`src/design/gtd_consts.vh`:
```
// Named constants for the trigger dispatcher: categories, function codes,
// action word layout, field dominance codes and reset values.
// Assumes inclusion by bare name from the design files.
`ifndef GTD_CONSTS_VH
`define GTD_CONSTS_VH

// Function categories
`define GTD_CAT_MISC 3'h0
`define GTD_CAT_KF 3'h1
`define GTD_CAT_AUTO 3'h2
`define GTD_CAT_CUT 3'h3
`define GTD_CAT_MEM 3'h4
`define GTD_CAT_FS 3'h5
`define GTD_CAT_LAST 3'h5

// Miscellaneous category functions
`define GTD_FN_AUX_TALLY 3'h0
`define GTD_FN_DISABLE 3'h1

// Number of functions in each pulse category
`define GTD_KF_CNT 3'h4
`define GTD_AUTO_CNT 3'h4
`define GTD_CUT_CNT 3'h3
`define GTD_MEM_CNT 3'h6
`define GTD_FS_CNT 3'h3

// Effects memory: codes 0..3 are recalls that use the register number
`define GTD_MEM_LAST_RECALL 3'h3

// Bit positions of each category inside the action word
`define GTD_KF_BASE 5'h00
`define GTD_AUTO_BASE 5'h04
`define GTD_CUT_BASE 5'h08
`define GTD_MEM_BASE 5'h0b
`define GTD_FS_BASE 5'h11
`define GTD_ACT_W 20

// Field dominance settings and field identity
`define GTD_DOM_NONE 2'h0
`define GTD_DOM_F1 2'h1
`define GTD_DOM_F2 2'h2
`define GTD_FIELD_ONE 1'b0
`define GTD_FIELD_TWO 1'b1

// Reset values of the selection and the assignment table
`define GTD_CAT_RESET 3'h0
`define GTD_FN_RESET 3'h1

`endif

```
`src/design/gtd_sync_edge.v`:
```
// Two-flop synchroniser with rising edge detector for a group of pins.
// Assumes asynchronous inputs and the single system clock.
`timescale 1ns/1ps
`default_nettype none

module gtd_sync_edge #(
   parameter W = 8
) (
   input wire CLK,            // System clock
   input wire RST_N,          // Synchronous reset, active low
   input wire [W-1:0] PIN,    // Asynchronous inputs
   output wire [W-1:0] LEVEL, // Synchronised level
   output wire [W-1:0] RISE   // One-cycle pulse on a rising edge
);

   reg [W-1:0] meta; // First stage, read only by the second
   reg [W-1:0] sync; // Second stage, safe to use
   reg [W-1:0] last; // Previous synchronised value

   ////////////////////////////////////////////////////////////////////////
   // Synchroniser chain and history flop
   always @(posedge CLK)
   begin
      if (!RST_N)
      begin
         meta <= {W{1'b0}};
         sync <= {W{1'b0}};
         last <= {W{1'b0}};
      end
      else
      begin
         meta <= PIN;
         sync <= meta;
         last <= sync;
      end
   end

   assign LEVEL = sync;
   // Each low-to-high change yields exactly one pulse
   assign RISE = sync & ~last;

endmodule
`default_nettype wire

```
`src/design/gtd_dispatcher.v`:
```
// Trigger dispatcher: eight contact inputs mapped to switcher functions,
// with field-aligned dispatch and a level-following aux tally path.
// Assumes FIELD_START and FIELD_ID come from video timing on CLK, and
// that configuration strobes are one-cycle pulses on CLK.
`timescale 1ns/1ps
`default_nettype none
`include "gtd_consts.vh"

module gtd_dispatcher #(
   parameter N_IN = 8,  // Number of trigger inputs
   parameter AUX_W = 4, // Aux bus number width
   parameter REG_W = 8  // Memory register number width
) (
   input wire CLK,                          // System video clock
   input wire RST_N,                        // Synchronous reset, low
   input wire [N_IN-1:0] GPI_IN,            // Contact inputs from pins
   input wire [2:0] CAT_SELECT,             // Category to select
   input wire CAT_LOAD,                     // Pulse: load CAT_SELECT
   input wire [2:0] SEL_INPUT,              // Input being assigned
   input wire [2:0] SEL_FUNCTION,           // Function within category
   input wire [AUX_W-1:0] SEL_AUX_BUS,      // Aux bus for tally
   input wire [REG_W-1:0] SEL_REGISTER,     // Register for recalls
   input wire COMMIT,                       // Pulse: commit_assignment
   input wire [1:0] DOMINANCE,              // Field dominance setting
   input wire FIELD_START,                  // Pulse: a field begins
   input wire FIELD_ID,                     // Field now starting
   input wire [2:0] VIEW_INPUT,             // Table row to display
   output reg [2:0] CUR_CATEGORY,           // Selected category
   output reg [2:0] VIEW_CATEGORY,          // Displayed row category
   output reg [2:0] VIEW_FUNCTION,          // Displayed row function
   output reg [AUX_W-1:0] VIEW_AUX_BUS,     // Displayed row aux bus
   output reg [REG_W-1:0] VIEW_REGISTER,    // Displayed row register
   output wire [3:0] KF_ACT,                // Keyframe action pulses
   output wire [3:0] AUTO_ACT,              // Auto transition pulses
   output wire [2:0] CUT_ACT,               // Cut pulses
   output wire [5:0] MEM_ACT,               // Effects memory pulses
   output reg [REG_W-1:0] MEM_REGISTER,     // Register for a recall
   output wire [2:0] FS_ACT,                // Frame store grab pulses
   output reg [(1<<AUX_W)-1:0] AUX_TALLY    // Tally level per aux bus
);

   localparam ACT_W = `GTD_ACT_W;

   wire [N_IN-1:0] lvl;               // Synchronised input levels
   wire [N_IN-1:0] rise;              // Edge pulses
   reg [3*N_IN-1:0] tab_cat;          // Committed category per input
   reg [3*N_IN-1:0] tab_fn;           // Committed function per input
   reg [AUX_W*N_IN-1:0] tab_aux;      // Committed aux bus per input
   reg [REG_W*N_IN-1:0] tab_reg;      // Committed register per input
   reg [N_IN-1:0] pend;               // Trigger waiting for its field
   wire [ACT_W*N_IN-1:0] req;         // Action word issued per input
   reg [ACT_W-1:0] act;               // Registered action pulses
   reg [ACT_W-1:0] next_act;          // Merged action word
   reg [REG_W-1:0] next_mem_reg;      // Register of the winning recall
   reg [(1<<AUX_W)-1:0] next_tally;   // Tally levels to apply
   reg field_ok;                      // This field start may dispatch
   integer i;                         // Loop index of the action merge
   integer j;                         // Loop index of the tally merge

   ////////////////////////////////////////////////////////////////////////
   // Action word for a category and function; out-of-range gives zero
   function [ACT_W-1:0] gtd_act_word;
      input [2:0] cat;
      input [2:0] fn;
      reg [4:0] base;
      reg [2:0] cnt;
      begin
         base = 5'h00;
         cnt = 3'h0;
         case (cat)
            `GTD_CAT_KF: // Keyframe run control
            begin
               base = `GTD_KF_BASE;
               cnt = `GTD_KF_CNT;
            end
            `GTD_CAT_AUTO: // Auto transitions
            begin
               base = `GTD_AUTO_BASE;
               cnt = `GTD_AUTO_CNT;
            end
            `GTD_CAT_CUT: // Immediate cuts
            begin
               base = `GTD_CUT_BASE;
               cnt = `GTD_CUT_CNT;
            end
            `GTD_CAT_MEM: // Effects memory actions
            begin
               base = `GTD_MEM_BASE;
               cnt = `GTD_MEM_CNT;
            end
            `GTD_CAT_FS: // Frame store grabs
            begin
               base = `GTD_FS_BASE;
               cnt = `GTD_FS_CNT;
            end
            default: // Misc issues no pulse action
            begin
               base = 5'h00;
               cnt = 3'h0;
            end
         endcase
         if (fn < cnt)
            gtd_act_word = {{(ACT_W-1){1'b0}}, 1'b1} << (base + {2'b00, fn});
         else
            gtd_act_word = {ACT_W{1'b0}};
      end
   endfunction

   ////////////////////////////////////////////////////////////////////////
   // Pin synchronisers and edge detectors
   gtd_sync_edge #(
      .W(N_IN)
   ) u_sync (
      .CLK(CLK),
      .RST_N(RST_N),
      .PIN(GPI_IN),
      .LEVEL(lvl),
      .RISE(rise)
   );

   ////////////////////////////////////////////////////////////////////////
   // Category selection: always exactly one, bad codes are ignored
   always @(posedge CLK)
   begin
      if (!RST_N)
         CUR_CATEGORY <= `GTD_CAT_RESET;
      else if (CAT_LOAD && (CAT_SELECT <= `GTD_CAT_LAST))
         CUR_CATEGORY <= CAT_SELECT;
   end

   ////////////////////////////////////////////////////////////////////////
   // Field qualification against the dominance setting
   always @*
   begin
      case (DOMINANCE)
         `GTD_DOM_NONE: // Any field start will do
            field_ok = FIELD_START;
         `GTD_DOM_F1: // Wait for field one
            field_ok = FIELD_START && (FIELD_ID == `GTD_FIELD_ONE);
         `GTD_DOM_F2: // Wait for field two
            field_ok = FIELD_START && (FIELD_ID == `GTD_FIELD_TWO);
         default: // Unused code behaves as no dominance
            field_ok = FIELD_START;
      endcase
   end

   ////////////////////////////////////////////////////////////////////////
   // Per-input assignment table, pending trigger and request word
   genvar g;
   generate
      for (g = 0; g < N_IN; g = g + 1)
      begin : g_in
         // Row number kept full width, compared on its low bits
         localparam [31:0] IDX = g;
         wire hit = COMMIT && (SEL_INPUT == IDX[2:0]); // Commit to this row
         wire [2:0] cat = tab_cat[3*g +: 3];
         wire [2:0] fn = tab_fn[3*g +: 3];
         // Only pulse categories accept edges; misc never queues
         wire pulse_cat = (cat != `GTD_CAT_MISC);
         wire take = rise[g] && pulse_cat;

         // Table row changes only on an explicit commit
         always @(posedge CLK)
         begin
            if (!RST_N)
            begin
               tab_cat[3*g +: 3] <= `GTD_CAT_MISC;
               tab_fn[3*g +: 3] <= `GTD_FN_RESET;
               tab_aux[AUX_W*g +: AUX_W] <= {AUX_W{1'b0}};
               tab_reg[REG_W*g +: REG_W] <= {REG_W{1'b0}};
            end
            else if (hit)
            begin
               tab_cat[3*g +: 3] <= CUR_CATEGORY;
               tab_fn[3*g +: 3] <= SEL_FUNCTION;
               tab_aux[AUX_W*g +: AUX_W] <= SEL_AUX_BUS;
               tab_reg[REG_W*g +: REG_W] <= SEL_REGISTER;
            end
         end

         // Pending flag: a new edge wins over dispatch or commit clear
         always @(posedge CLK)
         begin
            if (!RST_N)
               pend[g] <= 1'b0;
            else if (take)
               pend[g] <= 1'b1;
            else if (field_ok || hit)
               pend[g] <= 1'b0;
         end

         // One action word when the pending trigger meets its field
         assign req[ACT_W*g +: ACT_W] = (pend[g] && field_ok) ?
            gtd_act_word(cat, fn) : {ACT_W{1'b0}};
      end
   endgenerate

   ////////////////////////////////////////////////////////////////////////
   // Merge requests; lowest-numbered input supplies the recall register
   always @*
   begin
      next_act = {ACT_W{1'b0}};
      next_mem_reg = MEM_REGISTER;
      for (i = N_IN - 1; i >= 0; i = i - 1)
      begin
         next_act = next_act | req[ACT_W*i +: ACT_W];
         if (pend[i] && field_ok &&
             (tab_cat[3*i +: 3] == `GTD_CAT_MEM) &&
             (tab_fn[3*i +: 3] <= `GTD_MEM_LAST_RECALL))
            next_mem_reg = tab_reg[REG_W*i +: REG_W];
      end
   end

   ////////////////////////////////////////////////////////////////////////
   // Aux tally: OR of the levels of all inputs assigned to each bus
   always @*
   begin
      next_tally = {(1<<AUX_W){1'b0}};
      for (j = 0; j < N_IN; j = j + 1)
      begin
         if ((tab_cat[3*j +: 3] == `GTD_CAT_MISC) &&
             (tab_fn[3*j +: 3] == `GTD_FN_AUX_TALLY) && lvl[j])
            next_tally[tab_aux[AUX_W*j +: AUX_W]] = 1'b1;
      end
   end

   ////////////////////////////////////////////////////////////////////////
   // Output registers for actions, recall register and tally levels
   always @(posedge CLK)
   begin
      if (!RST_N)
      begin
         act <= {ACT_W{1'b0}};
         MEM_REGISTER <= {REG_W{1'b0}};
         AUX_TALLY <= {(1<<AUX_W){1'b0}};
      end
      else
      begin
         act <= next_act;
         MEM_REGISTER <= next_mem_reg;
         AUX_TALLY <= next_tally;
      end
   end

   assign KF_ACT = act[`GTD_KF_BASE +: 4];
   assign AUTO_ACT = act[`GTD_AUTO_BASE +: 4];
   assign CUT_ACT = act[`GTD_CUT_BASE +: 3];
   assign MEM_ACT = act[`GTD_MEM_BASE +: 6];
   assign FS_ACT = act[`GTD_FS_BASE +: 3];

   ////////////////////////////////////////////////////////////////////////
   // Displayed assignment table row, registered
   always @(posedge CLK)
   begin
      if (!RST_N)
      begin
         VIEW_CATEGORY <= `GTD_CAT_MISC;
         VIEW_FUNCTION <= `GTD_FN_RESET;
         VIEW_AUX_BUS <= {AUX_W{1'b0}};
         VIEW_REGISTER <= {REG_W{1'b0}};
      end
      else
      begin
         VIEW_CATEGORY <= tab_cat[3*VIEW_INPUT +: 3];
         VIEW_FUNCTION <= tab_fn[3*VIEW_INPUT +: 3];
         VIEW_AUX_BUS <= tab_aux[AUX_W*VIEW_INPUT +: AUX_W];
         VIEW_REGISTER <= tab_reg[REG_W*VIEW_INPUT +: REG_W];
      end
   end

endmodule
`default_nettype wire

```
`config.mk`:
```
export PLATFORM = sky130hd
export DESIGN_NAME = gtd_dispatcher
export DESIGN_NICKNAME = d
export VERILOG_FILES = /design/src/design/gtd_sync_edge.v /design/src/design/gtd_dispatcher.v
export VERILOG_INCLUDE_DIRS = /design/src /design/src/design
export SDC_FILE = /design/constraint.sdc
export NUM_CORES = 1
export LEC_CHECK = 0
export BUFFER_PORTS_ARGS = -buffer_cell sky130_fd_sc_hd__buf_2
export CORE_MARGIN = 5
export CORE_UTILIZATION = 35
export CTS_BUF_LIST = sky130_fd_sc_hd__clkbuf_2 sky130_fd_sc_hd__clkbuf_4 sky130_fd_sc_hd__clkbuf_8
export CTS_CLUSTER_SIZE = 30
export DETAILED_ROUTE_END_ITERATION = 6
export HOLD_SLACK_MARGIN = 0.12
export SYNTH_ARGS = -nofsm -noshare
export SYNTH_HDL_FRONTEND = slang
export SYNTH_SLANG_ARGS = --single-unit
```
`constraint.sdc`:
```
create_clock -name CLK -period 3.4 [get_ports CLK]
set_input_delay 0.68 -clock CLK [delete_from_list [all_inputs] [get_ports CLK]]
set_output_delay 0.68 -clock CLK [all_outputs]
set_load 0.05 [all_outputs]
```
Word level (Yosys, flattened, before mapping)
Cells that the tools add are included.
- output and inout bits: 65
- word-level logic and storage cells: 377
- register bits: 241
- memories: 0
- input port bits: 40
- memory bits (read-only): 0
- bits in latches: 0
- bits in writable memories: 0
- multiply operators: 1
- shift operators: 12
- add/subtract/negate cells: 8
- magnitude comparators: 33
- div/mod/pow operators: 0
- multiplexer cells: 81
- eq/ne operators: 49
- reduce and logical (&&, ||, !) cells: 125
- bitwise gates (word level): 17
- operators with widths (kind ; number):
    20-bit two-way mux ; 16
    5-bit case mux with 4 select lines ; 8
    1-bit by 5-bit left shift with 20-bit output (first input constant) ; 8
    20-bit OR ; 7
    16-bit two-way mux ; 8
    16-bit OR ; 7
    3-bit case mux with 3 select lines ; 8
    1-bit logical AND ; 67
    8-bit two-way mux ; 8
    64-bit by 7-bit variable part select with 8-bit output ; 1
    3-bit equality test (second input constant) ; 20
    3-bit by 2-bit equality test with 1-bit output (second input constant) ; 18
    3-bit zero test ; 17
    24-bit by 6-bit variable part select with 3-bit output ; 2
    5-bit by 3-bit adder with 5-bit output ; 8
    4-bit by 5-bit less-than comparator with 1-bit output (second input constant) ; 8
    1-bit demux with 4-bit select ; 8
    4-bit by 1-bit >= comparator with 1-bit output (second input constant) ; 8
    2-bit OR reduction ; 16
    32-bit by 6-bit variable part select with 4-bit output ; 1
    3-bit by 1-bit equality test with 1-bit output (second input constant) ; 9
    3-bit by 2-bit less-or-equal comparator with 1-bit output (second input constant) ; 8
    3-bit less-than comparator ; 8
    1-bit two-way mux ; 24
    other kinds (12) ; 33

Longest topological paths before layout
Gate-level depths: netlist of run 1.
- word-level depth: 19
- mapped depth: 11

Modules after synthesis
From an unflattened synthesis of run 1, not the netlist that was laid out.
- cells, all modules: 1831
- area total of the unflattened synthesis: 14526.4 µm²
- modules (own cells, without submodules) (module ; cells each ; area each (µm²) ; instances):
    gtd_dispatcher ; 1773 ; 13812.0 ; 1
    gtd_sync_edge ; 58 ; 714.4 ; 1

Worst setup path before layout of run 1
OpenSTA, ideal clock, no wires.
- path kind: reg-to-reg
- from: register tab_cat[16] (netlist: g_in[5].cat[1])
- to: register act[12]
- data required time: 3326 ps
- slack: 454 ps
- data arrival time: 2871 ps
- path buffers: 2
- period minus slack after synthesis: 2946 ps
- cell stages (with the launch flop): 12
- cell sequence: dfxtp_1 buf_6 and2b_1 ha_1 fa_1 a211o_1 a22o_1 or4b_1 buf_2 or3_1 and4_1 a31oi_1
- longest elaborated chain between the ends: 12
- elaborated cells between the ends (all ways): 20
- those cells by class: 1 x add/sub; 1 x order compare; 5 x eq/ne; 1 x shift; 4 x mux; 6 x bitwise; 2 x reduce/logical
- ends and longest elaborated chain (what ; line ; source):
    start, declared ; gtd_dispatcher.v:46 ; reg [3*N_IN-1:0] tab_cat;
    start signal, assigned by index ; gtd_dispatcher.v:167 ; tab_cat[3*g +: 3] <= `GTD_CAT_MISC;
    3-bit equality test, or another cell as far along ; gtd_dispatcher.v:70 ; case (cat)
    5-bit case mux with 4 select lines / 2-bit OR reduction (equally long branches) ; n/a ;
    5-bit by 3-bit adder with 5-bit output / 3-bit case mux with 3 select lines (equally long branches) ; gtd_dispatcher.v:103, gtd_dispatcher.v:70 ;
    1-bit by 5-bit left shift with 20-bit output / 3-bit less-than comparator (equally long branches) ; gtd_dispatcher.v:103, gtd_dispatcher.v:102 ;
    20-bit two-way mux (*) ; gtd_dispatcher.v:102 ; if (fn < cnt)
    20-bit two-way mux (*) ; gtd_dispatcher.v:193 ; assign req[ACT_W*g +: ACT_W] = (pend[g] && field_ok) ?
    20-bit OR (*) (6 in a row) ; gtd_dispatcher.v:206 ; next_act = next_act | req[ACT_W*i +: ACT_W];
    end signal, assigned ; gtd_dispatcher.v:233 ; act <= {ACT_W{1'b0}};
    end signal, assigned ; gtd_dispatcher.v:239 ; act <= next_act;
    end, declared ; gtd_dispatcher.v:52 ; reg [ACT_W-1:0] act;
Every way passes the cells marked *; elsewhere a longest branch is shown, timed or not.
A chain may end at the register's enable or synchronous reset.

Final worst setup path of run 1
- from: register tab_cat[10] (netlist: g_in[3].cat[1])
- to: register act[10]
- longest elaborated chain between the ends: 10
- elaborated cells between the ends (all ways): 18
- those cells by class: 1 x add/sub; 1 x order compare; 5 x eq/ne; 1 x shift; 4 x mux; 4 x bitwise; 2 x reduce/logical
- ends and longest elaborated chain (what ; line):
    3-bit equality test, or another cell as far along ; gtd_dispatcher.v:70
    5-bit case mux with 4 select lines / 2-bit OR reduction (equally long branches) ; n/a
    5-bit by 3-bit adder with 5-bit output / 3-bit case mux with 3 select lines (equally long branches) ; gtd_dispatcher.v:103, gtd_dispatcher.v:70
    1-bit by 5-bit left shift with 20-bit output / 3-bit less-than comparator (equally long branches) ; gtd_dispatcher.v:103, gtd_dispatcher.v:102
    20-bit two-way mux (*) ; gtd_dispatcher.v:102
    20-bit two-way mux (*) ; gtd_dispatcher.v:193
    20-bit OR (*) (4 in a row) ; gtd_dispatcher.v:206
Marks and branches as above.

==> results.sh, run 1 <==
export IMPL_synth_flop_cell="dfxtp_1"
export IMPL_synth_compound_area_share_pct=20.3
export IMPL_clkSlewWorstSetupHoldPaths_ps=70
export IMPL_drc_errors=0
export IMPL_synth_edf_count=0
export IMPL_yosys_area_share_simple_pct=28.9
export IMPL_grt_max_degree=78
export IMPL_fp_row_count=74
export IMPL_grt_util_met3_pct=4.16
export IMPL_syn_num_nets=1897
export IMPL_place_ws_ps=244
export IMPL_tritoncts_num_buffers=45
export IMPL_p_per_area_nw_per_um2=407
export IMPL_slew_headroom_pct=30.2
export IMPL_worst_setup_path_type="register to register"
export IMPL_ios=105
export IMPL_place_area_sq_um=15900
export IMPL_vias=15100
export IMPL_grt_use_met1_pct=35.8
export IMPL_cp_start_kind="register"
export IMPL_crit_chain="nor2b_1 -> ha_1 -> fa_1 -> a211o_1 -> a22o_1 -> nor4_1 -> and3b_1 -> a2111oi_0 -> a21oi_1"
export IMPL_status="finished clean"
export IMPL_syn_area_per_cell_sq_um=8.02
export IMPL_dpl_hpwl_mm=43.1
export IMPL_synth_top_family_by_area="simple AND/OR/NAND/NOR gates"
export IMPL_syn_area_sq_um=14500
export IMPL_cp_startpoint="g_in[3].cat[1]$_SDFFE_PN0P_"
export IMPL_cts_sinks=241
export IMPL_hold_class="input pin to register"
export IMPL_end_kind="register"
export IMPL_cts_root_buf="clkbuf_8"
export IMPL_core_area_sq_um=40900
export IMPL_clk_latency_ps=640
export IMPL_ys_async_sr_fraction_pct=0
export IMPL_cts_tree="done"
export IMPL_timing_final_hold_violations=0
export IMPL_grt_busiest_layer="met2"
export IMPL_fin_skew_ps=42.0
export IMPL_drive_gt1_share_pct=18.4
export IMPL_setup_tns_ps=0
export IMPL_synth_area_mux_share_pct=6.90
export IMPL_grt_pass1_wl_mm=88.7
export IMPL_max_stage_delay_ps=680
export IMPL_port_buffers=104
export IMPL_htreeDepth=2
export IMPL_rsz0062_at_grt="no"
export IMPL_gr_total_overflow=0
export IMPL_drt_iter0_markers=1701
export IMPL_max_cap_viol_count=0
export IMPL_ctsHoldBuffers=0
export IMPL_gr_usage_met2_pct=39.0
export IMPL_rrSetupSlack_ps=190
export IMPL_final_cell_mix="350 x nand2_1, 241 x dfxtp_1, 189 x a21oi_1"
export IMPL_final_common_cell="nand2_1"
export IMPL_min_delay_start="GPI_IN[3]"
export IMPL_synth_cell_type_count=88
export IMPL_drt_wl_total_mm=58.8
export IMPL_path_max_fanout=9
export IMPL_ant_nets=0
export IMPL_peakVddDrop_mv=0.239
export IMPL_finalCriticalPeriod_ps=3210
export IMPL_fin_nets=2019
export IMPL_ys_ff_latch=241
export IMPL_setup_viol=0
export IMPL_syn_inst=1808
export IMPL_areaGrowthSynthToFinish_pct=17.5
export IMPL_yosysSeqAreaShare_pct=33.3
export IMPL_grt_pass1_vias=14400
export IMPL_gp_congestion=0.976
export IMPL_die_area_sq_um=45600
export IMPL_drtPass1Iterations=7
export IMPL_synth_adder_area_share_pct=4.64
export IMPL_yosysWarnings=0
export IMPL_antenna_found_initial=1
export IMPL_power_leakage_nw=6.31
export IMPL_initial_core_util_pct=35.4
export IMPL_wire_per_inst_microns=23.5
export IMPL_die_w_microns=214
export IMPL_largest_reg_flops=64
export IMPL_post_route_util_pct=41.6
export IMPL_track_usage_pct=25.2
export IMPL_rr_startpoint="g_in[3].cat[1]$_SDFFE_PN0P_"
export IMPL_total_power_mw=6.94
export IMPL_finalInstanceArea_sq_um=17000
export IMPL_synth_xor_area_share_pct=1.62
export IMPL_die_h_microns=214
export IMPL_period_share_pct=94.4
export IMPL_required_ps=3920
export IMPL_layout_setup_ws_ps=189
export IMPL_vias_per_cell=6.05
export IMPL_maxSlewViolCount=0
export IMPL_cp_arrival_ps=3730
export IMPL_slowest_stage="nor4_1"
export IMPL_worstMarginPinSlew_ps=1050
export IMPL_cts_path_max_buffers=3
export IMPL_max_freq_ghz=0.311
power by group:
| part | leakage [nW] | internal [mW] | switching [mW] | total, mW |
|---|---|---|---|---|
| registers | 1.95 | 2.88 | 0.0623 | 2.94 |
| logic | 3.78 | 0.182 | 0.373 | 0.555 |
| clock network | 0.577 | 2.06 | 1.38 | 3.44 |
layer usage:
layer | wire, microns | vias up
met5 | 0 | -
met4 | 2220 | 0
met3 | 5010 | 149
met2 | 26000 | 765
met1 | 25600 | 7344
li1 | - | 6866
critical path: cells and delay by family, from the launching register on:
kind | cells | cell delay (ps)
AOI/OAI and AO/OA | 4 | 820
DFF | 1 | 530
and+or+nand+nor | 3 | 1090
adders and majority gates | 2 | 670
layout make-up:
| cell class | count | area (sq um) |
|---|---|---|
| Inverter | 27 | 106 |
| Clock buffer | 67 | 841 |
| Timing Repair Buffer | 201 | 1270 |
| Multi-Input combinational cell | 1414 | 9070 |
| Clock inverter | 15 | 254 |
| Tap cell | 532 | 666 |
| Fill cell | 4218 | 23900 |
| Antenna cell | 1 | 2.50 |
| Sequential cell | 241 | 4820 |
logic make-up after synthesis:
family,Yosys count
simple gates,831
compound gates,453
flops,241
buf+inv,153
mux,55
fa+ha+maj,49
xor+xnor,26
cell usage after synthesis, drive strengths merged (27+ instances only):
master	instances	area, sq um
nor2	110	415
nand3b	31	233
o21ai	33	173
nor3	40	205
nor3b	28	245
ha	41	513
buf	37	175
o22ai	50	319
inv	27	101
nand2	350	1310
mux4	36	811
nand3	70	350
nand2b	34	213
clkbuf	89	349
dfxtp	241	4820
a21oi	189	946
and2	33	206
worst paths after layout:
kind                                end  cells after the start
max reg2reg          act[10]$_SDFF_PN0_                      9
min reg2reg  u_sync.LEVEL[5]$_SDFF_PN0_                      1
min           u_sync.meta[3]$_SDFF_PN0_                      2
max                  act[10]$_SDFF_PN0_                      9
per-stage QoR:
stage,hold WS (ps),instances
after global placement,418,2413
after global routing,242,2498
after CTS,217,2495
after detailed placement,417,2413
after floorplan,412,1808
final,254,2498
timing repair:
item / in CTS / in global routing
endpoints found under the setup margin: 0 / 3
gates resized for setup: 0 / 2
setup buffers: 0 / 2
Note: power is estimated with default switching activity, not from simulation.
==> run 2, diff against run 1 <==
==> constraint.sdc (replaced) <==
create_clock -name CLK -period 3.91 [get_ports CLK]
set_input_delay 0.782 -clock CLK [delete_from_list [all_inputs] [get_ports CLK]]
set_output_delay 0.782 -clock CLK [all_outputs]
set_load 0.05 [all_outputs]
==> run 2 against run 1 <==
Against the previous run:
- critical path type unchanged
- count of clock-buffer cells in the layout up 3
- sequential share of layout area grew 0.91 points
- hold slack improved by 90 ps
- combinational power fell by 17%
- via count decreased by 3.5%
- register-to-register slack improved by 230 ps
- cell area down 3.1%
- setup slack better by 230 ps
- total power fell by 17%
==> results.sh, run 2 (same netlist as run 1, synthesis figures left out) <==
export IMPL_status="finished clean"
export IMPL_gp_congestion=1.00
export IMPL_largest_reg_flops=64
export IMPL_path_max_fanout=10
export IMPL_ant_nets=0
export IMPL_required_ps=4380
export IMPL_num_fill_cells=4234
export IMPL_track_usage_pct=24.8
export IMPL_peakVddDrop_mv=0.251
export IMPL_dpl_hpwl_mm=42.0
export IMPL_place_ws_ps=458
export IMPL_die_area_sq_um=45600
export IMPL_fin_skew_ps=41.1
export IMPL_multi_input_comb_area_sq_um=9060
export IMPL_core_area_sq_um=40900
export IMPL_grt_pass1_vias=13900
export IMPL_clk_latency_ps=650
export IMPL_final_cell_mix="350 x nand2_1, 241 x dfxtp_1, 189 x a21oi_1"
export IMPL_worstMarginPinSlew_ps=1060
export IMPL_htreeDepth=2
export IMPL_power_leakage_nw=5.98
export IMPL_rrSetupSlack_ps=420
export IMPL_grt_pass1_wl_mm=86.9
export IMPL_max_freq_ghz=0.286
export IMPL_slew_headroom_pct=28.5
export IMPL_finalCriticalPeriod_ps=3490
export IMPL_rsz0062_at_grt="no"
export IMPL_ios=105
export IMPL_port_buffers=104
export IMPL_ctsHoldBuffers=0
export IMPL_cp_arrival_ps=3960
export IMPL_drc_errors=0
export IMPL_drt_wl_total_mm=58.0
export IMPL_wire_per_inst_microns=23.8
export IMPL_die_w_microns=214
export IMPL_antenna_cells=0
export IMPL_final_common_cell="nand2_1"
export IMPL_post_route_util_pct=40.3
export IMPL_vias_per_cell=5.98
export IMPL_total_power_mw=5.78
export IMPL_fp_row_count=74
export IMPL_clkSlewWorstSetupHoldPaths_ps=70
export IMPL_cts_tree="done"
export IMPL_grt_max_degree=83
export IMPL_areaGrowthSynthToFinish_pct=13.9
export IMPL_timing_final_hold_violations=0
export IMPL_end_kind="register"
export IMPL_hold_ws_ps=345
export IMPL_drive_gt1_share_pct=15.9
export IMPL_gr_total_overflow=0
export IMPL_cts_root_buf="clkbuf_8"
export IMPL_drtPass1Iterations=6
export IMPL_fin_nets=1965
export IMPL_die_h_microns=214
export IMPL_hold_class="input pin to register"
export IMPL_drt_iter0_markers=1662
export IMPL_vias=14600
export IMPL_tritoncts_num_buffers=46
export IMPL_cp_start_kind="register"
export IMPL_setup_tns_ps=0
export IMPL_p_per_area_nw_per_um2=350
export IMPL_antenna_found_initial=1
export IMPL_max_cap_viol_count=0
export IMPL_cts_sinks=241
export IMPL_initial_core_util_pct=35.4
export IMPL_cts_resized=0
export IMPL_period_share_pct=89.3
export IMPL_cts_path_max_buffers=3
export IMPL_setup_viol=0
export IMPL_layout_setup_ws_ps=418
export IMPL_post_cts_setup_buffers=0
export IMPL_seqCellArea_sq_um=4820
export IMPL_worst_setup_path_type="register to register"
export IMPL_maxSlewViolCount=0
[run 2: cell types whose count changed in the layout (fill, tap and decap cells not counted), moves of 2 or more]
cell and delta:
clkinv_2 -3, clkbuf_4 +3, buf_4 -55, clkinvlp_4 +2, bufinv_16 -4
[run 2: final timing paths]
| path | from | to | cells after the start |
|---|---|---|---|
| worst max register to register | g_in[4].cat[2]$_SDFFE_PN0P_ | act[15]$_SDFF_PN0_ | 8 |
| worst min-delay path | GPI_IN[0] | u_sync.meta[0]$_SDFF_PN0_ | 2 |
| worst min register to register | u_sync.meta[3]$_SDFF_PN0_ | u_sync.LEVEL[3]$_SDFF_PN0_ | 1 |
| worst max-delay path | g_in[4].cat[2]$_SDFFE_PN0P_ | act[15]$_SDFF_PN0_ | 8 |
[run 2: per-stage QoR]
step	cells	instance area [sq um]
after floorplan	1808	14500
after global placement	2360	15500
after detailed placement	2360	15500
after CTS	2440	16500
after global routing	2440	16500
final	2440	16500
[run 2: routing by layer]
metal / up-vias / GRT usage, % / share of wire [%]
met2: 747 / 37.8 / 44
li1: 6734 / - / -
met1: 6988 / 34.7 / 43
met3: 130 / 5.71 / 9.5
met5: - / 0 / 0.022
met4: 2 / 8.71 / 3.4
[run 2: layout make-up]
class,instances,area share [%]
timing repair buffer,146,5.21
multi-input combinational,1414,54.9
clock buffer,70,5.23
sequential,241,29.2
tap,532,4.03
inverter,27,0.644
clock inverter,10,0.796
[run 2: power by group]
group	leakage (nW)	switching (mW)	internal, mW
clock network	0.521	1.21	1.55
logic	3.51	0.309	0.149
registers	1.95	0.0639	2.50
[run 2: critical path: stages (launching register included)]
cell       delay (ps)
dfxtp_1           540
nor3b_2           570
ha_1              340
nand3_1           110
a211oi_1          130
nor2_1            600
nor3b_1           200
a2111oi_0         700
a21oi_1           170
